## src/inc/pmrc_map.vh

```
// Constants for the power mode and reset control block
// Assumes a 25 MHz system clock and a Wishbone register window
`ifndef PMRC_MAP_VH
`define PMRC_MAP_VH
// ----------------------------------------------------------------
// Register offsets (byte addresses; PMRC_PCTL_IDX is a word index)
// ----------------------------------------------------------------
`define PMRC_PCTL_IDX     8'h87
`define PMRC_PCTL_ADDR    10'h21C
`define PMRC_CFG_ADDR     10'h220
`define PMRC_STAT_ADDR    10'h224
// ----------------------------------------------------------------
// Field positions and reset values
// ----------------------------------------------------------------
`define PMRC_IDLE_BIT     0
`define PMRC_STOP_BIT     1
`define PMRC_GF_LSB       2
`define PMRC_GF_MSB       7
`define PMRC_PCTL_RST     8'h00
`define PMRC_CFG_WDT_BIT  0
`define PMRC_CFG_MCD_BIT  1
`define PMRC_CFG_RST      8'h03
`define PMRC_PORT_RST     8'hFF
`define PMRC_RESET_VEC    16'h0000
// ----------------------------------------------------------------
// Timing
// ----------------------------------------------------------------
`define PMRC_CLK_MHZ      25
`define PMRC_MCD_US       100
`define PMRC_MCD_CYC      (`PMRC_MCD_US * `PMRC_CLK_MHZ)
`define PMRC_WDT_DIV      12
`define PMRC_RST_HOLD     4
`endif

```

## src/hw/pmrc_top.v

```verilog
// Power mode and reset control: idle, stop, reset entry and exit
// Assumes a Wishbone classic master, a core that pulses insn_done at
// the end of each instruction, and external reset sources as levels
//
// Implementation choice: the Wishbone slave port.
`include "pmrc_map.vh"

module pmrc_top #(
  parameter WDT_DIV   = `PMRC_WDT_DIV,
  parameter WDT_LIMIT = 16'hFFFF,
  parameter MCD_CYC   = `PMRC_MCD_CYC
) (
  // Clock and reset
  input  wire        clk_sys,
  input  wire        rst,
  // Wishbone slave
  input  wire        wb_cyc_i,
  input  wire        wb_stb_i,
  input  wire        wb_we_i,
  input  wire [9:0]  wb_adr_i,
  input  wire [3:0]  wb_sel_i,
  input  wire [31:0] wb_dat_i,
  output reg  [31:0] wb_dat_o,
  output reg         wb_ack_o,
  output wire        wb_err_o,
  // Core side
  input  wire        insn_done,
  input  wire        irq_enabled,
  input  wire        wdt_kick,
  output wire        cpu_halt,
  output wire        cpu_clk_en,
  output wire        periph_clk_en,
  output wire        int_osc_en,
  output wire        core_reset,
  output wire        sysclk_sel_int,
  output wire        irq_mask_all,
  output wire [15:0] pc_load_value,
  output wire        sp_reinit,
  // Reset sources
  input  wire        por_req,
  input  wire        vdd_fail,
  input  wire        ext_rst_n,
  input  wire        clk_alive,
  // Reset pin and port pins
  output wire        rst_n_o,
  output wire        rst_n_oe,
  output wire [7:0]  port_latch_rst,
  output wire        port_open_drain,
  output wire        weak_pullup_en,
  // Status
  output reg         idle_active,
  output reg         stop_active,
  output reg  [7:0]  general_flags
);
  // ----------------------------------------------------------------
  // State
  // ----------------------------------------------------------------
  localparam [1:0] ST_RUN  = 2'b00;
  localparam [1:0] ST_IDLE = 2'b01;
  localparam [1:0] ST_STOP = 2'b10;

  // Reset values of the config bits and the reset stretch length
  localparam [7:0] CFG_RST  = `PMRC_CFG_RST;
  localparam [2:0] RST_HOLD = 3'h`PMRC_RST_HOLD;

  reg  [1:0]  state;
  reg  [1:0]  next_state;
  reg         idle_req;
  reg         stop_req;
  reg         wdt_en;
  reg         mcd_en;
  reg  [15:0] wdt_cnt;
  reg  [15:0] mcd_cnt;
  reg  [2:0]  hold_cnt;
  reg         supply_rst;
  reg         wdt_fired;
  reg         mcd_fired;
  reg         wr_idle;
  reg         wr_stop;
  wire        wdt_tick;
  wire        any_src;
  wire        in_reset;
  wire        wb_req;
  wire        hit_pctl;
  wire        hit_cfg;
  wire        hit_stat;
  wire        wb_wr;
  wire        wr_pctl;
  wire        wr_cfg;
  wire        wdt_run;
  wire [31:0] stat_word;

  // Address decode shared by reads and writes
  function [1:0] dec;
    input [9:0] a;
    begin
      if (a == `PMRC_PCTL_ADDR)
        dec = 2'h1;
      else if (a == `PMRC_CFG_ADDR)
        dec = 2'h2;
      else if (a == `PMRC_STAT_ADDR)
        dec = 2'h3;
      else
        dec = 2'h0;
    end
  endfunction

  assign wb_req   = wb_cyc_i & wb_stb_i & ~wb_ack_o;
  assign hit_pctl = dec(wb_adr_i) == 2'h1;
  assign hit_cfg  = dec(wb_adr_i) == 2'h2;
  assign hit_stat = dec(wb_adr_i) == 2'h3;
  assign wb_err_o = 1'b0;
  // Writes land at the edge where the master sees ack high
  assign wb_wr    = wb_cyc_i & wb_stb_i & wb_ack_o & wb_we_i & wb_sel_i[0];
  assign wr_pctl  = wb_wr & hit_pctl;
  assign wr_cfg   = wb_wr & hit_cfg;

  // ----------------------------------------------------------------
  // Reset sequencing
  // ----------------------------------------------------------------
  // Any source entering reset; watchdog and clock detector are internal
  assign any_src  = por_req | vdd_fail | ~ext_rst_n | wdt_fired | mcd_fired;
  assign in_reset = any_src | (hold_cnt != 3'h0);

  // Stretch each reset so the core sees a clean pulse
  // Pin flag outlives a supply source by the hold count
  always @(posedge clk_sys or posedge rst) begin
    if (rst) begin
      hold_cnt   <= RST_HOLD;
      supply_rst <= 1'b1;
    end else if (any_src) begin
      hold_cnt   <= RST_HOLD;
      supply_rst <= por_req | vdd_fail | (supply_rst & (hold_cnt != 3'h0));
    end else if (hold_cnt != 3'h0) begin
      hold_cnt   <= hold_cnt - 3'h1;
    end else begin
      supply_rst <= 1'b0;
    end
  end

  assign core_reset      = in_reset;
  assign irq_mask_all    = in_reset;
  assign sp_reinit       = in_reset;
  assign pc_load_value   = `PMRC_RESET_VEC;
  assign sysclk_sel_int  = in_reset;
  assign port_latch_rst  = `PMRC_PORT_RST;
  assign port_open_drain = in_reset;
  assign weak_pullup_en  = 1'b1;
  // Open-drain reset pin, only for supply resets
  assign rst_n_o         = 1'b0;
  assign rst_n_oe        = supply_rst & in_reset;

  // ----------------------------------------------------------------
  // Power mode state machine
  // ----------------------------------------------------------------
  always @* begin
    next_state = state;
    case (state)
      ST_RUN: begin
        if (stop_req && insn_done)
          next_state = ST_STOP;
        else if (idle_req && insn_done)
          next_state = ST_IDLE;
      end
      ST_IDLE: begin
        if (irq_enabled)
          next_state = ST_RUN;
      end
      ST_STOP: begin
        next_state = ST_STOP;
      end
      default: begin
        next_state = ST_RUN;
      end
    endcase
  end

  always @(posedge clk_sys or posedge rst) begin
    if (rst) begin
      state <= ST_RUN;
    end else if (in_reset) begin
      state <= ST_RUN;
    end else begin
      state <= next_state;
    end
  end

  // Mode outputs; peripherals keep running in idle
  always @(posedge clk_sys or posedge rst) begin
    if (rst) begin
      idle_active <= 1'b0;
      stop_active <= 1'b0;
    end else begin
      idle_active <= ~in_reset & (next_state == ST_IDLE);
      stop_active <= ~in_reset & (next_state == ST_STOP);
    end
  end

  assign cpu_halt      = (state != ST_RUN) | in_reset;
  assign cpu_clk_en    = (state == ST_RUN) & ~in_reset;
  assign periph_clk_en = (state != ST_STOP);
  assign int_osc_en    = (state != ST_STOP);

  // ----------------------------------------------------------------
  // Power control register and configuration
  // ----------------------------------------------------------------
  always @* begin
    wr_idle = wr_pctl & wb_dat_i[`PMRC_IDLE_BIT];
    wr_stop = wr_pctl & wb_dat_i[`PMRC_STOP_BIT];
  end

  always @(posedge clk_sys or posedge rst) begin
    if (rst) begin
      idle_req      <= 1'b0;
      stop_req      <= 1'b0;
      general_flags <= 8'h00;
      wdt_en        <= CFG_RST[`PMRC_CFG_WDT_BIT];
      mcd_en        <= CFG_RST[`PMRC_CFG_MCD_BIT];
    end else if (in_reset) begin
      idle_req      <= 1'b0;
      stop_req      <= 1'b0;
      general_flags <= `PMRC_PCTL_RST;
      wdt_en        <= CFG_RST[`PMRC_CFG_WDT_BIT];
      mcd_en        <= CFG_RST[`PMRC_CFG_MCD_BIT];
    end else begin
      // Low two bits never stored; they read as zero
      if (wr_pctl)
        general_flags <= {wb_dat_i[`PMRC_GF_MSB:`PMRC_GF_LSB], 2'b00};
      // Request bits: set by write; stop cleared on stop entry, idle on stop entry or interrupt wake
      // A write in the same cycle as a clear wins
      if (wr_stop)
        stop_req <= 1'b1;
      else if (state == ST_STOP)
        stop_req <= 1'b0;
      if (wr_idle)
        idle_req <= 1'b1;
      else if (state == ST_IDLE && irq_enabled)
        idle_req <= 1'b0;
      else if (stop_req && insn_done)
        idle_req <= 1'b0;
      if (wr_cfg) begin
        wdt_en <= wb_dat_i[`PMRC_CFG_WDT_BIT];
        mcd_en <= wb_dat_i[`PMRC_CFG_MCD_BIT];
      end
    end
  end

  // ----------------------------------------------------------------
  // Watchdog, clocked at system clock over twelve
  // ----------------------------------------------------------------
  // Watchdog ticks stop with the digital peripherals in stop
  assign wdt_run = wdt_en & (state != ST_STOP);

  pmrc_div #(
    .DIV (WDT_DIV)
  ) u_div (
    .clk_sys (clk_sys),
    .rst     (rst),
    .clr     (in_reset),
    .run     (wdt_run),
    .tick    (wdt_tick)
  );

  always @(posedge clk_sys or posedge rst) begin
    if (rst) begin
      wdt_cnt   <= 16'h0000;
      wdt_fired <= 1'b0;
    end else if (in_reset || wdt_kick || !wdt_en) begin
      wdt_cnt   <= 16'h0000;
      wdt_fired <= 1'b0;
    end else if (wdt_tick) begin
      if (wdt_cnt == WDT_LIMIT[15:0]) begin
        wdt_fired <= 1'b1;
      end else begin
        wdt_cnt   <= wdt_cnt + 16'h0001;
      end
    end
  end

  // ----------------------------------------------------------------
  // Missing clock one-shot: counts cycles with no clock activity
  // ----------------------------------------------------------------
  // Detector cannot run without the clock,
  // so clk_alive stands in for its edges
  always @(posedge clk_sys or posedge rst) begin
    if (rst) begin
      mcd_cnt   <= 16'h0000;
      mcd_fired <= 1'b0;
    end else if (in_reset || clk_alive || !mcd_en) begin
      mcd_cnt   <= 16'h0000;
      mcd_fired <= 1'b0;
    end else if (mcd_cnt >= MCD_CYC[15:0]) begin
      mcd_fired <= 1'b1;
    end else begin
      mcd_cnt   <= mcd_cnt + 16'h0001;
    end
  end

  // ----------------------------------------------------------------
  // Wishbone answer: one-cycle ack, reads of mode bits give zero
  // ----------------------------------------------------------------
  // Status word: supply flag, reset, stop, idle
  assign stat_word = {28'h0000000, supply_rst, in_reset, stop_active, idle_active};

  always @(posedge clk_sys or posedge rst) begin
    if (rst) begin
      wb_ack_o <= 1'b0;
      wb_dat_o <= 32'h00000000;
    end else begin
      wb_ack_o <= wb_req;
      if (wb_req && !wb_we_i) begin
        if (hit_pctl)
          wb_dat_o <= {24'h000000, general_flags[7:2], 2'b00};
        else if (hit_cfg)
          wb_dat_o <= {30'h00000000, mcd_en, wdt_en};
        else if (hit_stat)
          wb_dat_o <= stat_word;
        else
          wb_dat_o <= 32'h00000000;
      end
    end
  end
endmodule

```

## src/hw/pmrc_div.v

```verilog
// Clock enable divider for the watchdog tick
// Assumes one system clock; emits a one-cycle enable pulse
module pmrc_div #(
  parameter DIV = 12
) (
  // Clock and reset
  input  wire       clk_sys,
  input  wire       rst,
  // Control
  input  wire       clr,
  input  wire       run,
  // Tick out
  output reg        tick
);
  reg [7:0] cnt;

  // Count DIV cycles while running, then pulse
  always @(posedge clk_sys or posedge rst) begin
    if (rst) begin
      cnt  <= 8'h00;
      tick <= 1'b0;
    end else if (clr) begin
      cnt  <= 8'h00;
      tick <= 1'b0;
    end else if (run) begin
      if (cnt == DIV[7:0] - 8'h01) begin
        cnt  <= 8'h00;
        tick <= 1'b1;
      end else begin
        cnt  <= cnt + 8'h01;
        tick <= 1'b0;
      end
    end else begin
      tick <= 1'b0;
    end
  end
endmodule

```

## config.mk

```make
export PLATFORM = sky130hd
export DESIGN_NAME = pmrc_top
export DESIGN_NICKNAME = d
export VERILOG_FILES = /design/src/hw/pmrc_top.v /design/src/hw/pmrc_div.v
export VERILOG_INCLUDE_DIRS = /design/src /design/src/inc
export SDC_FILE = /design/constraint.sdc
export NUM_CORES = 1
export LEC_CHECK = 0
export BUFFER_PORTS_ARGS = -buffer_cell sky130_fd_sc_hd__buf_2
export CORE_MARGIN = 3
export CORE_UTILIZATION = 25
export DETAILED_ROUTE_END_ITERATION = 16
export SYNTH_ARGS = -nofsm -noshare
export SYNTH_HDL_FRONTEND = slang
export SYNTH_SLANG_ARGS = --single-unit
```

## constraint.sdc

```tcl
create_clock -name clk_sys -period 2.3 [get_ports clk_sys]
set_clock_uncertainty 0.1 [all_clocks]
set_input_delay 0.115 -clock clk_sys [delete_from_list [all_inputs] [get_ports clk_sys]]
set_output_delay 0.115 -clock clk_sys [all_outputs]
set_load 0.005 [all_outputs]
```

==> summary.md, run 1 <==
| Metric | Value |
|---|---|
| Share of layout cells above drive strength 1 | `0.221` |
| CP Buf/Inv Count | `4` |
| WL final | `approximately 9000 µm` |
| Row count | `between 40 and 50` |
| Fin. Hold Viols | `0` |
| Worst-path cell chain | `inv_2 -> ha_4 -> or4b_4 -> nor2_4 -> inv_2 -> or3_4 -> inv_2 -> buf_2` |
| Crit Path Max Fanout | `3` |
| Violated checks | `negative setup slack` |
| Synth Register Bits | `70` |
| Peak supply drop | `around 0.00026 V` |
| Final Cycle Share | `1.01` |
| Sw Share | `0.214` |
| Post-synth top flop | `dfrtp_1` |
| Pwr/cell area | `622 nW/µm²` |
| Minimum clock period | `roughly 2300 ps` |
| Power share of the sequential group | `0.413` |
| Synth cell types | `55` |
| Vias/cell | `4.60` |
| Vias post-DR | `3284` |
| Detail Placement HPWL | `~6400 µm` |
| Clock Power Share | `0.538` |
| Critical path endpoint category | `primary output` |
| WL met1 | `between 3000 and 4000 µm` |
| Max H-tree Level | `3` |
| Post-synth ARST share | `1.00` |
| Detailed Route Iter0 Violations | `slightly above 90` |
| Critical Path Max Stage Delay | `about 480 ps` |
| Crit-path slowest cell | `or4b_4` |
| Io pins | `between 100 and 150` |
| Drt wl/cell | `12.6 µm` |
| RSZ-0062 raised after global routing | `true` |
| NumNets Final | `between 500 and 600` |
| Kind of critical path | `reg2out` |
| Worst Setup Start Kind | `flip-flop` |
| Total track usage | `0.103` |
| TritonCTS Buffers | `9` |
| Remaining DRCs | `0` |
| Hold WC Path Type | `in2reg` |
| FMAX | `432 MHz` |
| First-pass GRT wire length | `between 10000 and 15000 µm` |
| Psw | `about 0.64 mW` |
| Post-route cell area | `~4800 µm²` |
| Crit-path most repeated cell | `inv_2` |
| CTS tree | `yes` |
| Rel. slew slack | `0.533` |
| Number of global-route vias before repair | `~3100` |
| Max layer used | `met4` |
| Initial antenna violation count | `0` |
| Die X | `132 µm` |
| Sink count of the clock tree | `70` |
| Leak | `about 2.0 nW` |
| Most frequent cells in the layout | `dfrtp_1, buf_2, conb_1` |
| Crit path required time | `2090 ps` |
| Syn avg cell area | `9.43 µm²` |
| Core area | `15300 µm²` |
| Syn Std Cell Area | `3950 µm²` |
| Die Y | `roughly 130 µm` |
| Smallest setup slack after layout | `-16.7 ps` |
| Inserted Diodes | `0` |
| Post-synth EDFFs | `0` |
| WL met3 | `about 470 µm` |
| Worst hold slack | `roughly 16 ps` |
| Clk slew on worst S/H paths | `60 ps` |
| Area Growth Syn to Fin | `22.2%` |
| Starting Density | `0.258` |
| Most frequent standard cell in the layout excluding fill and tap cells | `dfrtp_1` |
| Antenna-violating nets left | `0` |
| Max Cap Viol | `0` |
| Gate power share | `0.049` |
| Largest net degree at the start of global routing | `45` |
| Synth Instances | `approximately 420` |
| Synth warnings | `0` |
| Final setup violation count | `2` |
| Run status | `finished with violations` |
| Worst-margin pin slew | `about 700 ps` |
| Final std cells w/o fill | `714` |
| Clock Tree Buf Depth | `2` |
| Internal power | `2.36 mW` |
| Pins Over Slew Limit | `0` |
| IO Port Bufs | `between 50 and 60` |
| Placement Cell Area | `about 4300 µm²` |
| # fillers | `between 1500 and 2000` |
| DR WL met2 | `roughly 4400 µm` |
| DRT Pass-1 Iters | `4` |
| Worst EP arrival | `2100 ps` |
| Global route overflow | `0` |
| CTS Root Cell | `clkbuf_16` |
| Clk Latency, worst-skew pair | `approximately 340 ps` |
| Routability cong. | `~0.8` |
| Dpl cells | `679` |
| Fin Setup TNS | `-23.5 ps` |
| CP top delay family | `simple AND/OR/NAND/NOR gates` |
| Die area | `approximately 17000 µm²` |
| Sequential area share after synthesis | `0.445` |
==> power by group through the flow <==
stage               clock network [mW]  registers (mW)  logic, mW
global route                      1.71            1.24      0.167
floorplan                            0            1.26      0.137
CTS                               1.65            1.24      0.145
global placement                     0            1.26      0.118
finish                            1.62            1.24      0.148
detailed placement                   0            1.26      0.122
==> timing repair <==
item	in CTS	in global routing
pin swaps	2	1
gates resized for setup	7	0
setup endpoints to repair	8	7
hold buffers	13	0
setup buffers	4	2
hold endpoints to repair	35	0
cloned	0	0
==> cell type report <==
type / instances / area [µm²] / area share
clock buffer: 9 / 225 / 0.0466
clock inverter: 7 / 121 / 0.0251
inverter: 15 / 56.3 / 0.0117
multi-input combinational: 315 / 1850 / 0.383
sequential: 70 / 1760 / 0.364
tap: 211 / 264 / 0.0547
timing repair buffer: 87 / 556 / 0.115
==> worst reg2reg max path: stages (launching register included) <==
cell       delay [ps]
dfrtp_1           420
nor4_1            470
o2111ai_1         450
or4_1             590
nand2_1            80
==> registers in the layout (all words and copies together) (netlist names) <==
| name | flops |
|---|---|
| mcd_cnt | 16 |
| wdt_cnt | 16 |
| u_div.cnt | 8 |
| wb_dat_o | 8 |
| general_flags | 6 |
| hold_cnt | 3 |
| state | 2 |
| idle_active | 1 |
| idle_req | 1 |
| mcd_en | 1 |
| mcd_fired | 1 |
| stop_active | 1 |
| stop_req | 1 |
| supply_rst | 1 |
| u_div.tick | 1 |
| wb_ack_o | 1 |
| wdt_en | 1 |
| wdt_fired | 1 |
==> Yosys cell counts, types with 4 or more instances <==
master / number / area (µm²)
nand2_1: 21 / 78.8
nand4_1: 9 / 56.3
buf_4: 58 / 435
dfstp_2: 4 / 105
nand3_1: 22 / 110
and4_1: 6 / 52.6
nor3_1: 8 / 40.0
clkbuf_1: 5 / 18.8
nor4_1: 8 / 50.1
a21oi_1: 38 / 190
and2_1: 6 / 37.5
o211ai_1: 4 / 30.0
or3_1: 17 / 106
a22o_1: 4 / 35.0
inv_1: 14 / 52.6
a31oi_1: 4 / 25.0
o21ai_0: 24 / 120
o31ai_1: 13 / 97.6
and3_1: 4 / 25.0
ha_1: 6 / 75.1
nor2_1: 16 / 60.1
or4_1: 13 / 97.6
dfrtp_1: 66 / 1650
xnor2_1: 4 / 35.0
==> metal layers <==
metal  GRT usage  vias up
li1            -     1588
met1       0.128     1586
met2       0.172       98
met3      0.0214       12
met4      0.0496        0
met5           0        -
==> worst paths after layout <==
path | start | end | slack (ps) | cells past startpoint
max reg2reg | mcd_cnt[4] | mcd_cnt[8] | 140 | 4
min in group asynchronous | rst | wb_dat_o[4] | 300 | 3
max | hold_cnt[1] | cpu_clk_en | -20 | 8
min | insn_done | idle_req | 20 | 4
max in group asynchronous | rst | hold_cnt[2] | 1110 | 4
min reg2reg | wb_ack_o | wb_ack_o | 370 | 1
==> stage by stage <==
step / power (mW) / setup WS, ps / util
2_1_floorplan: 1.40 / 281 / -
3_3_place_gp: 1.38 / 175 / 0.280
3_5_place_dp: 1.38 / 124 / 0.280
4_1_cts: 3.04 / -23.8 / 0.314
5_1_grt: 3.11 / -90.8 / 0.315
6_report: 3.00 / -16.7 / 0.315
==> kinds of logic (layout without fill, tap and decap cells) <==
kind of cell,count (synthesis),count (layout),synth area share
adders and majority gates,6,6,0.0190
muxes,3,3,0.00760
AOI/OAI and AO/OA,97,97,0.147
xor gates and xnor gates,4,4,0.00887
buffers and inverters,85,118,0.141
DFF,70,70,0.445
other,2,53,0.00190
and+or+nand+nor,152,152,0.230
Power figures use the tool's default switching activity.
==> run 2: changes to the inputs <==
==> constraint.sdc (replaced) <==
create_clock -name clk_sys -period 2.3 [get_ports clk_sys]
set_clock_uncertainty 0.1 [all_clocks]
set_input_delay 0.345 -clock clk_sys [delete_from_list [all_inputs] [get_ports clk_sys]]
set_output_delay 0.345 -clock clk_sys [all_outputs]
set_load 0.005 [all_outputs]
==> summary.md, run 2 (synthesis results as in run 1) <==
| Metric | Value |
|---|---|
| Crit Path Max Fanout | `7` |
| Psw | `0.626 mW` |
| Io pins | `138` |
| Row count | `between 40 and 50` |
| Max Cap Viol | `0` |
| CTS Root Cell | `clkbuf_16` |
| Rel. slew slack | `0.533` |
| Peak supply drop | `between 0.0003 and 0.0004 V` |
| Total track usage | `0.0997` |
| Power share of the sequential group | `0.432` |
| Remaining DRCs | `0` |
| Critical path capture point | `sp_reinit` |
| Initial antenna violation count | `0` |
| Pwr/cell area | `596 nW/µm²` |
| Crit path required time | `approximately 1900 ps` |
| NumNets Final | `558` |
| CTS tree | `yes` |
| Die Y | `132 µm` |
| Biggest regs | `mcd_cnt (16), wdt_cnt (16)` |
| Detail Placement HPWL | `about 6400 µm` |
| WL final | `roughly 9000 µm` |
| Clk slew on worst S/H paths | `approximately 60 ps` |
| Leak | `just over 2 nW` |
| Share of layout cells above drive strength 1 | `0.238` |
| Pins Over Slew Limit | `0` |
| Setup crit start | `hold_cnt[0]` |
| Vias/cell | `around 4.6` |
| Most frequent standard cell in the layout excluding fill and tap cells | `dfrtp_1` |
| Vias post-DR | `3267` |
| Clock Tree Buf Depth | `2` |
| Worst-margin pin slew | `699 ps` |
| R2r setup slk | `190 ps` |
| Routability cong. | `slightly above 0.8` |
| Area Growth Syn to Fin | `22.1%` |
| Antenna-violating nets left | `0` |
| Number of global-route vias before repair | `a little over 3000` |
| Placement Cell Area | `4320 µm²` |
| Path depth of the worst reg2reg path | `4` |
| Global route overflow | `0` |
| FMAX | `between 300 and 400 MHz` |
| Core area | `about 15000 µm²` |
| Critical path endpoint category | `primary output` |
| Critical register-to-register path startpoint | `mcd_cnt[15]` |
| Max H-tree Level | `3` |
| First-pass GRT wire length | `about 15000 µm` |
| Die area | `roughly 17000 µm²` |
| Drt wl/cell | `between 10 and 15 µm` |
| Largest net degree at the start of global routing | `38` |
| Internal power | `between 2 and 2.5 mW` |
| Starting Density | `0.258` |
| Run status | `finished with violations` |
| DRT Pass-1 Iters | `4` |
| Most frequent cells in the layout | `dfrtp_1, conb_1, buf_2` |
| Worst EP arrival | `2060 ps` |
| Fin. Hold Viols | `0` |
| Detailed Route Iter0 Violations | `99` |
| Post-route cell area | `between 4000 and 5000 µm²` |
| Hold WC Path Type | `in2reg` |
| IO Port Bufs | `57` |
| Final Power | `between 2 and 3 mW` |
| Die X | `~130 µm` |
| Worst-path cell chain | `inv_2 -> ha_4 -> or4b_4 -> nor2_4 -> inv_2 -> buf_4 -> buf_12 -> buf_12 -> buf_6` |
| Final Cycle Share | `1.09` |
| Smallest setup slack after layout | `-202 ps` |
| Minimum clock period | `2500 ps` |
| Inserted Diodes | `0` |
| Kind of critical path | `reg2out` |
| Sw Share | `0.218` |
| Critical Path Max Stage Delay | `between 400 and 500 ps` |
| Violated checks | `negative setup slack` |
| Worst Setup Start Kind | `flip-flop` |
| Clock Power Share | `0.520` |
| TritonCTS Buffers | `9` |
| Final setup violation count | `8` |
| Sink count of the clock tree | `70` |
| RSZ-0062 raised after global routing | `true` |
| Crit-path slowest cell | `or4b_4` |
| Clk Latency, worst-skew pair | `330 ps` |
| Reg-to-Reg End | `mcd_cnt[7]` |
| Gate power share | `0.048` |
==> run 2: cell types whose count changed in the layout (fill, tap and decap cells not counted), sizes merged <==
cell         before  now
dlygate4sd3      13    1
buf              74   82
bufinv            3    2
clkbuf            9   10
==> run 2: metal layers <==
metal  GRT usage  vias to the layer above  part of all wire
li1            -                     1587                 -
met1       0.124                     1585              0.44
met5           0                        -                 0
met4      0.0292                        0            0.0092
met3      0.0226                        6             0.053
met2       0.173                       89              0.49
==> run 2: final cells by class <==
type | instances | area [µm²]
inverter | 15 | 56.3
tap | 211 | 264
timing repair buffer | 83 | 571
clock inverter | 6 | 95.1
fill | 1596 | 10500
sequential | 70 | 1760
multi-input combinational | 315 | 1850
clock buffer | 10 | 229
==> run 2: power groups by stage <==
stage / clock, mW / combinational, mW / sequential, mW
floorplan: 0 / 0.137 / 1.26
global placement: 0 / 0.120 / 1.26
detailed placement: 0 / 0.124 / 1.26
CTS: 1.54 / 0.134 / 1.24
global route: 1.60 / 0.158 / 1.24
finish: 1.50 / 0.139 / 1.24
==> run 2: worst min-delay path by stage <==
| stage | start | end | slack, ps | cells after the start |
|---|---|---|---|---|
| 3_3_place_gp | rst | wb_dat_o[6] | 260 | 2 |
| 2_1_floorplan | supply_rst | supply_rst | 340 | 2 |
| 3_5_place_dp | rst | wdt_cnt[11] | 280 | 2 |
| 5_1_grt | wb_dat_i[4] | general_flags[4] | 170 | 3 |
| 4_1_cts | por_req | supply_rst | 160 | 3 |
| 6_report | wb_dat_i[4] | general_flags[4] | 170 | 3 |
==> run 2: per-stage QoR <==
step	setup WS [ps]	hold WS, ps	cells	util	setup TNS [ps]
3_3_place_gp	11.0	261	684	0.282	0
2_1_floorplan	61.7	344	470	-	0
4_1_cts	-199	157	706	0.308	-708
6_report	-202	165	710	0.315	-1560
5_1_grt	-277	174	710	0.315	-2160
3_5_place_dp	-7.74	283	684	0.282	-7.74
==> run 2: repair_timing <==
action                                  4_1_cts  5_1_grt
hold buffers                                  1        0
pin swaps                                     2        1
gates resized for setup                       8       11
hold endpoints to repair                     17        0
buffers inserted                              5        4
gates cloned                                  0        0
endpoints found under the setup margin        8        8
==> run 2: worst max-delay path, delay by kind of cell, from the launching register on <==
| family | cells | cell delay, ps |
|---|---|---|
| flops | 1 | 390 |
| buf+inv | 6 | 620 |
| simple gates | 2 | 580 |
| fa+ha+maj | 1 | 120 |
